`src/shared/burst_pkg.sv`:
```
// Purpose: shared constants of the channelized burst user port
// Assumes: single-segment interleaved framing, 64-bit words, 8-word symbols
// Notes:   link control word layout is local to this block
`default_nettype none
package burst_pkg;
    // ------------------------------------------------------------------
    // user symbol layout
    // ------------------------------------------------------------------
    localparam int WORD_W    = 64;
    localparam int SYM_WORDS = 8;
    localparam int SYM_BITS  = WORD_W * SYM_WORDS;
    localparam int SEG       = 1;
    localparam int CNT_HI    = 7;
    localparam int CNT_LO    = 4;
    localparam int EOP_FLAG  = 3;
    localparam logic [3:0] FULL_SYM = 4'h8;
    localparam logic [3:0] CNT_IDLE = 4'h0;
    localparam logic [3:0] EOP_NONE = 4'h0;
    // ------------------------------------------------------------------
    // link control word fields, channel sits in the low bits
    // ------------------------------------------------------------------
    localparam int CW_SOB    = 63;
    localparam int CW_EOB    = 62;
    localparam int CW_SOP    = 61;
    localparam int CW_EOP_HI = 60;
    localparam int CW_EOP_LO = 57;
    // ------------------------------------------------------------------
    // reset values
    // ------------------------------------------------------------------
    localparam logic [WORD_W-1:0]   WORD_RST = 64'h0;
    localparam logic [SYM_BITS-1:0] SYM_RST  = '0;
endpackage
`default_nettype wire

```
`src/shared/rx_sym_if.sv`:
```
// Purpose: receive symbol bundle from the regroup stage to the top
// Assumes: all members are registered by the source
// Notes:   count field meaningful in bits 7:4 only
`default_nettype none
interface rx_sym_if #(parameter int CHAN_W = 8);
    logic [burst_pkg::SYM_BITS-1:0] words;
    logic [7:0]                     count;
    logic [3:0]                     sob;
    logic                           eob;
    logic [3:0]                     sop;
    logic [3:0]                     eopbits;
    logic [CHAN_W-1:0]              chan;
    modport src (output words, count, sob, eob, sop, eopbits, chan);
    modport dst (input  words, count, sob, eob, sop, eopbits, chan);
endinterface
`default_nettype wire

```
`src/verilog/burst_port.sv`:
```
// Purpose: user transmit and receive burst ports, single segment
// Assumes: link side is a 64-bit word stream with a control flag
// Notes:   transmit takes one symbol at a time; tx_ready is the stall
`default_nettype none
// How it works
// - zero word count means idle cycle
// - single cycle burst has sob and eob
// - control words inserted at burst marks
// - receive may deliver interleaved bursts
// - receive flags bursts using sob bit1 only
// - receive uses same eop code format
// - receive data msb aligned, first word top
// - only single segment controls are meaningful
// - transmit inserts control words before downstream
// - receive strips control words into flags
// - both interleaved and packet modes supported
// - each word position holds 64 bits
// - eop flag high only at packet end
module burst_port #(
    parameter int CHAN_W = 8
) (
    // clock, reset, enable, mode
    input  wire logic                            clk,
    input  wire logic                            rst,
    input  wire logic                            ce,
    input  wire logic                            packet_mode,
    // user transmit symbol
    input  wire logic [burst_pkg::SYM_BITS-1:0]  tx_words,
    input  wire logic [7:0]                      tx_count,
    input  wire logic [3:0]                      tx_sob,
    input  wire logic                            tx_eob,
    input  wire logic [3:0]                      tx_sop,
    input  wire logic [3:0]                      tx_eopbits,
    input  wire logic [CHAN_W-1:0]               tx_chan,
    output logic                                 tx_ready,
    // link transmit words
    output logic                                 lk_tx_valid,
    output logic [burst_pkg::WORD_W-1:0]         lk_tx_word,
    output logic                                 lk_tx_ctl,
    input  wire logic                            lk_tx_ready,
    // link receive words
    input  wire logic                            lk_rx_valid,
    input  wire logic [burst_pkg::WORD_W-1:0]    lk_rx_word,
    input  wire logic                            lk_rx_ctl,
    // user receive symbol
    output logic [burst_pkg::SYM_BITS-1:0]       rx_words,
    output logic [7:0]                           rx_count,
    output logic [3:0]                           rx_sob,
    output logic                                 rx_eob,
    output logic [3:0]                           rx_sop,
    output logic [3:0]                           rx_eopbits,
    output logic [CHAN_W-1:0]                    rx_chan
);
    typedef enum logic [1:0] {
        tx_idle  = 2'b00,
        tx_start = 2'b01,
        tx_data  = 2'b11,
        tx_end   = 2'b10
    } tx_state_e;

    tx_state_e                      state_reg, state_next;
    logic [burst_pkg::SYM_BITS-1:0] sym_reg, sym_next;
    logic [3:0]                     n_reg, n_next;
    logic [3:0]                     idx_reg, idx_next;
    logic                           sop_reg, sop_next;
    logic                           eob_reg, eob_next;
    logic [3:0]                     eop_reg, eop_next;
    logic [CHAN_W-1:0]              chan_reg, chan_next;
    logic                           ov_reg, ov_next;
    logic                           oc_reg, oc_next;
    logic [burst_pkg::WORD_W-1:0]   ow_reg, ow_next;
    logic                           take;
    logic                           load;
    logic                           sob_in;
    logic                           eob_in;
    logic [2:0]                     pos;
    logic [burst_pkg::WORD_W-1:0]   top_word;

    // ------------------------------------------------------------------
    // helpers
    // ------------------------------------------------------------------
    // counts above eight are clamped so a bad count cannot overrun
    function automatic logic [3:0] sym_words(input logic [7:0] cnt);
        logic [3:0] w;
        w = cnt[burst_pkg::CNT_HI:burst_pkg::CNT_LO];
        return (w > burst_pkg::FULL_SYM) ? burst_pkg::FULL_SYM : w;
    endfunction

    function automatic logic [burst_pkg::WORD_W-1:0] ctl_word(
        input logic              sob,
        input logic              eob,
        input logic              sop,
        input logic [3:0]        eop,
        input logic [CHAN_W-1:0] ch
    );
        logic [burst_pkg::WORD_W-1:0] w;
        w = burst_pkg::WORD_RST;
        w[burst_pkg::CW_SOB] = sob;
        w[burst_pkg::CW_EOB] = eob;
        w[burst_pkg::CW_SOP] = sop;
        w[burst_pkg::CW_EOP_HI:burst_pkg::CW_EOP_LO] = eop;
        w[CHAN_W-1:0] = ch;
        return w;
    endfunction

    // ------------------------------------------------------------------
    // transmit: take symbol, insert control words, serialize
    // ------------------------------------------------------------------
    assign tx_ready = (state_reg == tx_idle);
    assign load     = !ov_reg || lk_tx_ready;
    assign take     = tx_ready && (sym_words(tx_count) != 4'h0);
    // packet mode frames one burst per packet from sop and eop
    assign sob_in   = packet_mode ? tx_sop[burst_pkg::SEG]
                                  : tx_sob[burst_pkg::SEG];
    assign eob_in   = packet_mode ? tx_eopbits[burst_pkg::EOP_FLAG]
                                  : tx_eob;
    assign pos      = 3'(burst_pkg::SYM_WORDS - 1) - idx_reg[2:0];
    assign top_word = sym_reg[burst_pkg::SYM_BITS-1 -: burst_pkg::WORD_W];

    always_comb begin
        state_next = state_reg;
        sym_next   = sym_reg;
        n_next     = n_reg;
        idx_next   = idx_reg;
        sop_next   = sop_reg;
        eob_next   = eob_reg;
        eop_next   = eop_reg;
        chan_next  = chan_reg;
        ov_next    = ov_reg && !lk_tx_ready;
        oc_next    = oc_reg;
        ow_next    = ow_reg;
        case (state_reg)
            tx_idle: begin
                if (take) begin
                    sym_next   = tx_words;
                    n_next     = sym_words(tx_count);
                    idx_next   = 4'h0;
                    sop_next   = tx_sop[burst_pkg::SEG];
                    eob_next   = eob_in;
                    eop_next   = tx_eopbits;
                    chan_next  = tx_chan;
                    state_next = sob_in ? tx_start : tx_data;
                end
            end
            tx_start: begin
                if (load) begin
                    ov_next    = 1'b1;
                    oc_next    = 1'b1;
                    ow_next    = ctl_word(1'b1, 1'b0, sop_reg,
                                          burst_pkg::EOP_NONE,
                                          chan_reg);
                    state_next = tx_data;
                end
            end
            tx_data: begin
                if (load) begin
                    ov_next  = 1'b1;
                    oc_next  = 1'b0;
                    // most significant word leaves first
                    ow_next  = sym_reg[pos*burst_pkg::WORD_W +:
                                       burst_pkg::WORD_W];
                    idx_next = idx_reg + 4'h1;
                    if (idx_reg + 4'h1 == n_reg) begin
                        state_next = eob_reg ? tx_end : tx_idle;
                    end
                end
            end
            tx_end: begin
                if (load) begin
                    ov_next    = 1'b1;
                    oc_next    = 1'b1;
                    ow_next    = ctl_word(1'b0, 1'b1, 1'b0, eop_reg,
                                          '0);
                    state_next = tx_idle;
                end
            end
            default: begin
                state_next = tx_idle;
            end
        endcase
    end

    always_ff @(posedge clk or posedge rst) begin
        if (rst) begin
            state_reg <= tx_idle;
            sym_reg   <= burst_pkg::SYM_RST;
            n_reg     <= burst_pkg::CNT_IDLE;
            idx_reg   <= 4'h0;
            sop_reg   <= 1'b0;
            eob_reg   <= 1'b0;
            eop_reg   <= burst_pkg::EOP_NONE;
            chan_reg  <= '0;
            ov_reg    <= 1'b0;
            oc_reg    <= 1'b0;
            ow_reg    <= burst_pkg::WORD_RST;
        end else if (ce) begin
            state_reg <= state_next;
            sym_reg   <= sym_next;
            n_reg     <= n_next;
            idx_reg   <= idx_next;
            sop_reg   <= sop_next;
            eob_reg   <= eob_next;
            eop_reg   <= eop_next;
            chan_reg  <= chan_next;
            ov_reg    <= ov_next;
            oc_reg    <= oc_next;
            ow_reg    <= ow_next;
        end
    end

    assign lk_tx_valid = ov_reg;
    assign lk_tx_ctl   = oc_reg;
    assign lk_tx_word  = ow_reg;

    // ------------------------------------------------------------------
    // receive: regroup stage drives the user symbol
    // ------------------------------------------------------------------
    rx_sym_if #(.CHAN_W(CHAN_W)) rx_sym ();

    rx_regroup #(.CHAN_W(CHAN_W)) u_rx (
        .clk         (clk),
        .rst         (rst),
        .ce          (ce),
        .lk_rx_valid (lk_rx_valid),
        .lk_rx_word  (lk_rx_word),
        .lk_rx_ctl   (lk_rx_ctl),
        .sym         (rx_sym.src)
    );

    assign rx_words   = rx_sym.words;
    assign rx_count   = rx_sym.count;
    assign rx_sob     = rx_sym.sob;
    assign rx_eob     = rx_sym.eob;
    assign rx_sop     = rx_sym.sop;
    assign rx_eopbits = rx_sym.eopbits;
    assign rx_chan    = rx_sym.chan;

    // ------------------------------------------------------------------
    // checks
    // ------------------------------------------------------------------
    property p_idle_ignored;
        @(posedge clk) disable iff (rst)
        ce && tx_ready && tx_count[7:4] == 4'h0 |=> state_reg == tx_idle;
    endproperty
    a_idle_ignored: assert property (p_idle_ignored)
        else $error("idle transmit cycle was taken");
    property p_start_ctl;
        @(posedge clk) disable iff (rst)
        ce && take && sob_in
        ##1 (ce && load)[*1]
        |=> ov_reg && oc_reg && ow_reg[burst_pkg::CW_SOB]
            && ow_reg[CHAN_W-1:0] == chan_reg;
    endproperty
    a_start_ctl: assert property (p_start_ctl)
        else $error("burst start control word missing");
    property p_end_ctl;
        @(posedge clk) disable iff (rst)
        ce && state_reg == tx_end && load
        |=> oc_reg && ow_reg[burst_pkg::CW_EOB]
            && ow_reg[burst_pkg::CW_EOP_HI:burst_pkg::CW_EOP_LO]
               == $past(eop_reg) && state_reg == tx_idle;
    endproperty
    a_end_ctl: assert property (p_end_ctl)
        else $error("burst end control word wrong");
    property p_top_first;
        @(posedge clk) disable iff (rst)
        ce && state_reg == tx_data && load && idx_reg == 4'h0
        |=> !oc_reg && ow_reg == $past(top_word);
    endproperty
    a_top_first: assert property (p_top_first)
        else $error("first data word not the top word");
    property p_freeze;
        @(posedge clk) disable iff (rst)
        !ce |=> $stable(state_reg) && $stable(ov_reg) && $stable(idx_reg);
    endproperty
    a_freeze: assert property (p_freeze)
        else $error("state moved while clock enable low");
    c_single_burst: cover property (@(posedge clk) disable iff (rst)
        ce && take && tx_sob[1] && tx_eob);
    c_tx_end: cover property (@(posedge clk) disable iff (rst)
        ce && state_reg == tx_end && load);
endmodule
`default_nettype wire

```
`src/verilog/rx_regroup.sv`:
```
// Purpose: strip link control words and regroup data into user symbols
// Assumes: link words arrive on clk, one per cycle when valid
// Notes:   a full symbol waits for the next link word to learn its eob
`default_nettype none
module rx_regroup #(
    parameter int CHAN_W = 8
) (
    // clock, reset and enable
    input  wire logic                          clk,
    input  wire logic                          rst,
    input  wire logic                          ce,
    // link receive words
    input  wire logic                          lk_rx_valid,
    input  wire logic [burst_pkg::WORD_W-1:0]  lk_rx_word,
    input  wire logic                          lk_rx_ctl,
    // user symbol out
    rx_sym_if.src                              sym
);
    logic [burst_pkg::SYM_BITS-1:0] buf_reg, buf_next;
    logic [3:0]                     n_reg, n_next;
    logic                           act_reg, act_next;
    logic                           first_reg, first_next;
    logic                           sop_reg, sop_next;
    logic [CHAN_W-1:0]              chan_reg, chan_next;
    logic [burst_pkg::SYM_BITS-1:0] ow_reg, ow_next;
    logic [7:0]                     oc_reg, oc_next;
    logic [3:0]                     osob_reg, osob_next;
    logic                           oeob_reg, oeob_next;
    logic [3:0]                     osop_reg, osop_next;
    logic [3:0]                     oeop_reg, oeop_next;
    logic [CHAN_W-1:0]              ochan_reg, ochan_next;
    logic                           emit;
    logic                           eob_hit;
    logic [2:0]                     pos;

    // ------------------------------------------------------------------
    // strip and regroup
    // ------------------------------------------------------------------
    always_comb begin
        buf_next   = buf_reg;
        n_next     = n_reg;
        act_next   = act_reg;
        first_next = first_reg;
        sop_next   = sop_reg;
        chan_next  = chan_reg;
        ow_next    = ow_reg;
        ochan_next = ochan_reg;
        oc_next    = 8'h00;
        osob_next  = 4'h0;
        osop_next  = 4'h0;
        oeob_next  = 1'b0;
        oeop_next  = burst_pkg::EOP_NONE;
        emit       = 1'b0;
        eob_hit    = 1'b0;
        pos        = 3'(burst_pkg::SYM_WORDS - 1) - n_reg[2:0];
        if (lk_rx_valid && lk_rx_ctl) begin
            // control words never reach the user bus
            if (lk_rx_word[burst_pkg::CW_EOB] && act_reg) begin
                emit     = (n_reg != burst_pkg::CNT_IDLE);
                eob_hit  = 1'b1;
                act_next = 1'b0;
                n_next   = burst_pkg::CNT_IDLE;
            end
            if (lk_rx_word[burst_pkg::CW_SOB]) begin
                act_next   = 1'b1;
                first_next = 1'b1;
                sop_next   = lk_rx_word[burst_pkg::CW_SOP];
                chan_next  = lk_rx_word[CHAN_W-1:0];
                n_next     = burst_pkg::CNT_IDLE;
                buf_next   = burst_pkg::SYM_RST;
            end
        end else if (lk_rx_valid && act_reg) begin
            if (n_reg == burst_pkg::FULL_SYM) begin
                emit     = 1'b1;
                buf_next = burst_pkg::SYM_RST;
                buf_next[burst_pkg::SYM_BITS-1 -: burst_pkg::WORD_W] =
                    lk_rx_word;
                n_next   = 4'h1;
            end else begin
                buf_next[pos*burst_pkg::WORD_W +: burst_pkg::WORD_W] =
                    lk_rx_word;
                n_next   = n_reg + 4'h1;
            end
        end
        if (emit) begin
            ow_next  = buf_reg;
            oc_next  = {n_reg, 4'h0};
            osob_next[burst_pkg::SEG] = first_reg;
            osop_next[burst_pkg::SEG] = first_reg & sop_reg;
            oeob_next  = eob_hit;
            ochan_next = chan_reg;
            if (eob_hit) begin
                oeop_next = lk_rx_word[burst_pkg::CW_EOP_HI:
                                       burst_pkg::CW_EOP_LO];
            end
            // a start control in the same word sets it again above
            if (!(lk_rx_ctl && lk_rx_word[burst_pkg::CW_SOB])) begin
                first_next = 1'b0;
            end
        end
    end

    always_ff @(posedge clk or posedge rst) begin
        if (rst) begin
            buf_reg   <= burst_pkg::SYM_RST;
            n_reg     <= burst_pkg::CNT_IDLE;
            act_reg   <= 1'b0;
            first_reg <= 1'b0;
            sop_reg   <= 1'b0;
            chan_reg  <= '0;
            ow_reg    <= burst_pkg::SYM_RST;
            oc_reg    <= 8'h00;
            osob_reg  <= 4'h0;
            oeob_reg  <= 1'b0;
            osop_reg  <= 4'h0;
            oeop_reg  <= burst_pkg::EOP_NONE;
            ochan_reg <= '0;
        end else if (ce) begin
            buf_reg   <= buf_next;
            n_reg     <= n_next;
            act_reg   <= act_next;
            first_reg <= first_next;
            sop_reg   <= sop_next;
            chan_reg  <= chan_next;
            ow_reg    <= ow_next;
            oc_reg    <= oc_next;
            osob_reg  <= osob_next;
            oeob_reg  <= oeob_next;
            osop_reg  <= osop_next;
            oeop_reg  <= oeop_next;
            ochan_reg <= ochan_next;
        end
    end

    assign sym.words   = ow_reg;
    assign sym.count   = oc_reg;
    assign sym.sob     = osob_reg;
    assign sym.eob     = oeob_reg;
    assign sym.sop     = osop_reg;
    assign sym.eopbits = oeop_reg;
    assign sym.chan    = ochan_reg;

    // ------------------------------------------------------------------
    // checks
    // ------------------------------------------------------------------
    property p_rx_eop_at_end;
        @(posedge clk) disable iff (rst)
        oeop_reg[burst_pkg::EOP_FLAG] |-> oeob_reg && oc_reg[7:4] != 4'h0;
    endproperty
    a_rx_eop_at_end: assert property (p_rx_eop_at_end)
        else $error("rx eop flag outside a burst end");
    property p_rx_seg_only;
        @(posedge clk) disable iff (rst)
        osob_reg[3:2] == 2'b00 && !osob_reg[0] && osop_reg[3:2] == 2'b00
        && !osop_reg[0] && (!osop_reg[1] || osob_reg[1]);
    endproperty
    a_rx_seg_only: assert property (p_rx_seg_only)
        else $error("rx start flags outside segment one");
    property p_rx_end_ctl;
        @(posedge clk) disable iff (rst)
        ce && lk_rx_valid && lk_rx_ctl && lk_rx_word[burst_pkg::CW_EOB]
        && act_reg && n_reg != 4'h0
        |=> oeob_reg && oc_reg[7:4] == $past(n_reg);
    endproperty
    a_rx_end_ctl: assert property (p_rx_end_ctl)
        else $error("rx end control did not close the symbol");
    property p_rx_idle_count;
        @(posedge clk) disable iff (rst)
        ce && !lk_rx_valid |=> oc_reg == 8'h00 && !oeob_reg && !osob_reg[1];
    endproperty
    a_rx_idle_count: assert property (p_rx_idle_count)
        else $error("rx symbol without link input");
    c_rx_eop: cover property (@(posedge clk) disable iff (rst)
        oeop_reg[burst_pkg::EOP_FLAG]);
    c_rx_full: cover property (@(posedge clk) disable iff (rst)
        oc_reg[7:4] == burst_pkg::FULL_SYM && !oeob_reg);
endmodule
`default_nettype wire
```
`config.mk`:
```
export PLATFORM = sky130hd
export DESIGN_NAME = burst_port
export DESIGN_NICKNAME = d
export VERILOG_FILES = /design/src/shared/burst_pkg.sv /design/src/shared/rx_sym_if.sv /design/src/verilog/burst_port.sv /design/src/verilog/rx_regroup.sv
export SDC_FILE = /design/constraint.sdc
export NUM_CORES = 2
export LEC_CHECK = 0
export ABC_AREA = 1
export BUFFER_PORTS_ARGS = -buffer_cell sky130_fd_sc_hd__buf_2
export CAP_MARGIN = 0
export CORE_AREA = 2 2 478 480
export DETAILED_ROUTE_END_ITERATION = 6
export DIE_AREA = 0 0 480 482
export MAX_ROUTING_LAYER = met4
export PLACE_DENSITY = 0.46
export SLEW_MARGIN = 40
export SYNTH_ARGS = -nofsm -noshare
export SYNTH_HDL_FRONTEND = slang
export SYNTH_SLANG_ARGS = --single-unit
```
`constraint.sdc`:
```
create_clock -name clk -period 62.6 [get_ports clk]
set_input_delay 6.26 -clock clk [delete_from_list [all_inputs] [get_ports clk]]
set_output_delay 6.26 -clock clk [all_outputs]
set_load 0.02 [all_outputs]
```
=== Word level (Yosys, flattened, before mapping) ===
Index checks and enable logic that the tools add are counted.
Widths: inputs -> output; s select.

* Register bits: 1664
* Input port bits: 612
* Output and inout port bits: 608
* Word-level logic and storage cells: 127

* $add $sub $neg: 5
* Order comparisons: 1
* Eq/ne operators: 13
* Shift-type cells: 3
* Muxes and demuxes: 51
* Bitwise operators: 1
* Reduce and logical (&&, ||, !) cells: 29

{| class="wikitable"
|+ Operators with widths
! kind !! count
|-
| $mux 512 || 4
|-
| $bwmux 512 || 1
|-
| $shift 64x34->512 const A || 1
|-
| $shiftx 512x10->64 || 1
|-
| $shiftx 64x34->512 || 1
|-
| $mux 64 || 3
|-
| $pmux 64 s3 || 1
|-
| $mux 4 || 10
|-
| $neg 9->34 || 1
|-
| $mux 1 || 21
|-
| $reduce_and 3->1 || 5
|-
| $mux 2 || 7
|-
| $ne 2x2->1 const B || 5
|-
| $add 4x1->4 const B || 2
|-
| $mux 8 || 1
|-
| $pmux 2 s4 || 1
|-
| $pmux 4 s2 || 1
|-
| $reduce_and 4->1 || 2
|-
| $reduce_bool 2->1 || 4
|-
| $reduce_bool 4->1 || 2
|-
| $logic_and 1x1->1 || 6
|-
| $reduce_and 6->1 || 1
|-
| $sub 3x3->3 const A || 2
|-
| $reduce_and 5->1 || 1
|-
| 16 further kinds || 19
|}

=== Logic depth before layout (Yosys ltp) ===
* Depth in word-level cells: 7
* Mapped depth: 13
* Mapped depth without buffers: 11

=== By module ===
Synthesis repeated with hierarchy kept, for this count alone.

* Cells, all modules: 8538
* Area, all modules: 70577.7 um2

{| class="wikitable"
|+ By module, submodules not included
! module !! times used !! cells an instance !! area each (um2) !! seq. area each (um2)
|-
| rx_regroup || 1 || 5173 || 43280.3 || 26475.4
|-
| burst_port || 1 || 3365 || 27297.4 || 15064.4
|}

=== Worst setup path after synthesis ===
Ideal clock, no wire load.

* Path type: in2reg
* From: input port lk_rx_ctl
* To: register u_rx.ow_reg (netlist bit u_rx.sym.words[0])
* Library setup time: 117 ps
* Arrival: 7459 ps
* Required time: 62483 ps
* Path slack: 55024 ps
* Stages on the path: 10
* Cell sequence: nand2_1 -> nand2_2 -> inv_2 -> nor3_2 -> inv_2 -> buf_6 -> buf_6 -> buf_6 -> nand2_1 -> nand2_1

* Cells in the longest elaborated chain, start to end: 3

{| class="wikitable"
|+ Ends and longest elaborated chain
! element !! RTL line !! text
|-
| start, declared || burst_port.sv:44 || <nowiki>input wire logic lk_rx_ctl,</nowiki>
|-
| $logic_and 1x1->1 || rx_regroup.sv:56 || <nowiki>if (lk_rx_valid && lk_rx_ctl) begin</nowiki>
|-
| $mux 1 || rx_regroup.sv:56 ||
|-
| $reduce_and 2->1 (no line) || n/a ||
|-
| end signal, assigned || rx_regroup.sv:111 || <nowiki>ow_reg <= burst_pkg::SYM_RST;</nowiki>
|-
| end signal, assigned || rx_regroup.sv:125 || <nowiki>ow_reg <= ow_next;</nowiki>
|-
| end, declared || rx_regroup.sv:25 || <nowiki>logic [burst_pkg::SYM_BITS-1:0] ow_reg, ow_next;</nowiki>
|}

No other way between the ends.
A chain may end at the register's enable or synchronous reset.

=== Final worst setup path ===
* From: input port ce
* To: register sym_reg[8] (netlist name)

* Cells in the longest elaborated chain, start to end: 1

{| class="wikitable"
|+ Ends and longest elaborated chain
! element !! RTL line !! text
|-
| start, declared || burst_port.sv:25 || <nowiki>input wire logic ce,</nowiki>
|-
| $reduce_and 3->1 (no line) || n/a ||
|-
| end signal, assigned || burst_port.sv:186 || <nowiki>sym_reg <= burst_pkg::SYM_RST;</nowiki>
|-
| end signal, assigned || burst_port.sv:198 || <nowiki>sym_reg <= sym_next;</nowiki>
|-
| end, declared || burst_port.sv:62 || <nowiki>logic [burst_pkg::SYM_BITS-1:0] sym_reg, sym_next;</nowiki>
|}

No other way between the ends.

==> flow_metrics.env <==
export IMPL_syn_area_per_cell_sq_um=8.77
export IMPL_grt_max_degree=202
export IMPL_synth_warning_count=0
export IMPL_grt_pass1_vias=55500
export IMPL_postCtsSetupBuffers=0
export IMPL_cts_buffers=189
export IMPL_drtIter0Drc=5157
export IMPL_regToRegSetupSlack_ps=57600
export IMPL_drc=0
export IMPL_synth_ff_type="dfrtp_1"
export IMPL_die_x_microns=480
export IMPL_core_area_sq_um=226000
export IMPL_top_layer="met4"
export IMPL_status="completed"
export IMPL_synth_top_area_share_pct=62.0
export IMPL_h_tree_depth=4
export IMPL_synth_area_leader_cell="dfrtp_1"
export IMPL_routed_via_density=4.82
export IMPL_cts_max_path_buffers=3
export IMPL_critPathTopFamily="buffers and inverters"
export IMPL_finalSetupViolations=0
export IMPL_critPathRequiredTime_ps=63360
export IMPL_design_power_total_w=0.00417
export IMPL_finalWirelength_microns=288000
export IMPL_io_buffers=1199
export IMPL_hold_start="u_rx.buf_reg[493]$_DFFE_PP0P_"
export IMPL_reg2reg_to="sym_reg[8]$_DFFE_PP0P_"
export IMPL_crit_chain="buf_2 > nand2_1 > inv_1 > nand2_8 > inv_8 > buf_4 > buf_4 > buf_4 > buf_4 > nand2_1 > nand2_1"
export IMPL_synth_cells=7647
export IMPL_clk_pin_slew_ps=60
export IMPL_worst_pin_slew_ps=1020
export IMPL_nets=9258
export IMPL_timing_critical_path_mode_cell="buf_4"
export IMPL_slowest_delay_ps=700
export IMPL_maxCapViolCount=0
export IMPL_rr_startpoint="state_reg[0]$_DFFE_PP0P_"
export IMPL_async_flop_share_pct=100
export IMPL_crit_fanout=122
export IMPL_worstSkewPairLatency_ps=870
export IMPL_synth_seq_area_share_pct=62.0
export IMPL_wl_per_cell_microns=24.1
export IMPL_crit_slowest_cell="buf_4"
export IMPL_clock_skew_final_ps=72.7
export IMPL_rows=175
export IMPL_ys_types=39
export IMPL_grt_pass1_wl_microns=408000
export IMPL_p_leak_nw=42.7
export IMPL_fp_dieH_microns=482
export IMPL_synth_edf_count=0
export IMPL_period_needed_ps=9810
export IMPL_cts_root_buf="clkbuf_16"
export IMPL_max_slew_margin_pct=32.3
export IMPL_fin_ws_ps=52790
export IMPL_dieArea_sq_um=231000
export IMPL_cts_tree="yes"
export IMPL_end_kind="flip-flop"
export IMPL_min_period_over_period_pct=15.7
export IMPL_cts_resized=0
export IMPL_crit_buf_inv=7
export IMPL_met2WireLength_microns=132000
export IMPL_crit_path_start_kind="input port"
export IMPL_initial_core_util_pct=29.6
export IMPL_p_per_area_nw_per_um2=50.3
export IMPL_vdd_ir_drop_worst_mv=0.0325
export IMPL_gp_congestion=0.905
export IMPL_drive_above_1_share_pct=18.6
export IMPL_route_antenna_remaining_nets=0
export IMPL_antenna_found_initial=174
export IMPL_grt_use_total_pct=24.9
export IMPL_ys_ff_latch=1660
export IMPL_drv_slew=0
export IMPL_hold_viol_final=0
export IMPL_cts_hold_buffers=0
export IMPL_pre_cts_ws_ps=51480
export IMPL_hp_class="flip-flop to flip-flop"
export IMPL_post_dp_hpwl_microns=202000
export IMPL_hold_path_depth=2
export IMPL_rsz0062_at_grt="false"
export IMPL_grt_remaining_overflow=0
export IMPL_clock_sinks=1660
export IMPL_fin_setup_tns_ps=0
export IMPL_wl_met1_microns=121000
export IMPL_fmax_ghz=0.102
export IMPL_wl_met3_microns=21400
export IMPL_reg2reg_depth=12
export IMPL_worstPathArrival_ps=10570
export IMPL_drtPass1Iterations=6
export IMPL_nFillCells=23900
export IMPL_fin_util_pct=36.6
export IMPL_min_to="u_rx.sym.words[493]$_DFFE_PP0P_"
export IMPL_vias=57400
export IMPL_crit_type="input port to flip-flop"
export IMPL_yosys_top_cells_area="dfrtp_1 (62%), nand2_1 (17%), o21ai_0 (4.8%)"
export IMPL_areaGrowthSynthToFinish_pct=23.6
export IMPL_syn_cell_area_sq_um=67000
export IMPL_io_pins=1220
==> Yosys cell counts (8+ instances only) <==
cell and number:
o21ai_0 646, a21oi_1 45, ha_1 9, buf_6 12
o22ai_1 301, o221ai_1 8, nand2_1 2979, nand3_1 117
buf_4 10, nor2_1 455, buf_2 114, buf_1 52
o211ai_1 127, clkbuf_1 313, inv_1 524, o21ai_1 244
dfrtp_1 1660
==> per-stage QoR <==
step                hold WS (ps)  instances  area, sq um
floorplan                    444       7656        67100
global placement             449      11400        75600
detailed placement           453      11500        76000
CTS                          425      11800        82400
global route                 470      11900        82800
finish                       428      11900        82900
==> metal layers <==
metal | GRT usage (%) | vias up
met4 | 10.4 | 0
met2 | 38.1 | 1889
met5 | - | -
met1 | 31.2 | 28600
met3 | 6.74 | 488
li1 | - | 26500
==> cell type report <==
| type | instances | area (sq um) | share of cell area (%) |
|---|---|---|---|
| antenna | 123 | 308 | 0.371 |
| sequential | 1660 | 41600 | 50.1 |
| tap | 3009 | 3760 | 4.54 |
| multi-input combinational | 4964 | 21600 | 26.0 |
| clock inverter | 68 | 906 | 1.09 |
| timing repair buffer | 1291 | 7190 | 8.68 |
| clock buffer | 280 | 5530 | 6.68 |
| inverter | 531 | 2030 | 2.45 |
==> worst register-to-register path, delay by kind of cell, from the launching register on <==
family,cells,cell delay (ps)
fa+ha+maj,1,370
buf+inv,7,3470
flops,1,410
simple gates,4,680
==> where the power goes <==
group / internal [W] / total [W] / switching (W) / leakage [nW]
Sequential: 0.00147 / 0.00167 / 0.000204 / 21.9
Combinational: 0.000384 / 0.00135 / 0.000964 / 17.7
Clock: 0.000655 / 0.00114 / 0.000489 / 3.15
Total: 0.00251 / 0.00417 / 0.00166 / 42.7
==> layout by cell type, fill, tap and decap left out, types with 10 or more instances in the layout <==
cell,count
nand2_1,2972
dfrtp_1,1656
buf_2,1199
o21ai_0,645
inv_1,521
nor2_1,450
o22ai_1,301
o21ai_1,244
clkbuf_16,189
o211ai_1,127
diode_2,123
nand3_1,113
clkbuf_8,46
a21oi_1,45
clkbuf_1,45
buf_6,38
clkinv_2,36
buf_4,30
buf_12,16
conb_1,10
clkinv_16,10
==> worst max path at each step <==
stage,from,end,cells past startpoint
final,ce,sym_reg[8]$_DFFE_PP0P_,11
after global routing,ce,sym_reg[14]$_DFFE_PP0P_,11
after CTS,ce,sym_reg[8]$_DFFE_PP0P_,11
after detailed placement,ce,sym_reg[23]$_DFFE_PP0P_,11
after global placement,ce,sym_reg[279]$_DFFE_PP0P_,11
after floorplan,rst,chan_reg[0]$_DFFE_PP0P_,1
==> kinds of logic after synthesis <==
| logic type | count (synthesis) | share of synthesized area, % |
|---|---|---|
| compound gates | 1380 | 11.4 |
| xor+xnor | 2 | 0.0261 |
| simple gates | 3563 | 20.2 |
| buf+inv | 1032 | 6.18 |
| fa+ha+maj | 9 | 0.168 |
| other cells | 1 | 0.00559 |
| flops | 1660 | 62.0 |
(Power assumes the default switching activity.)
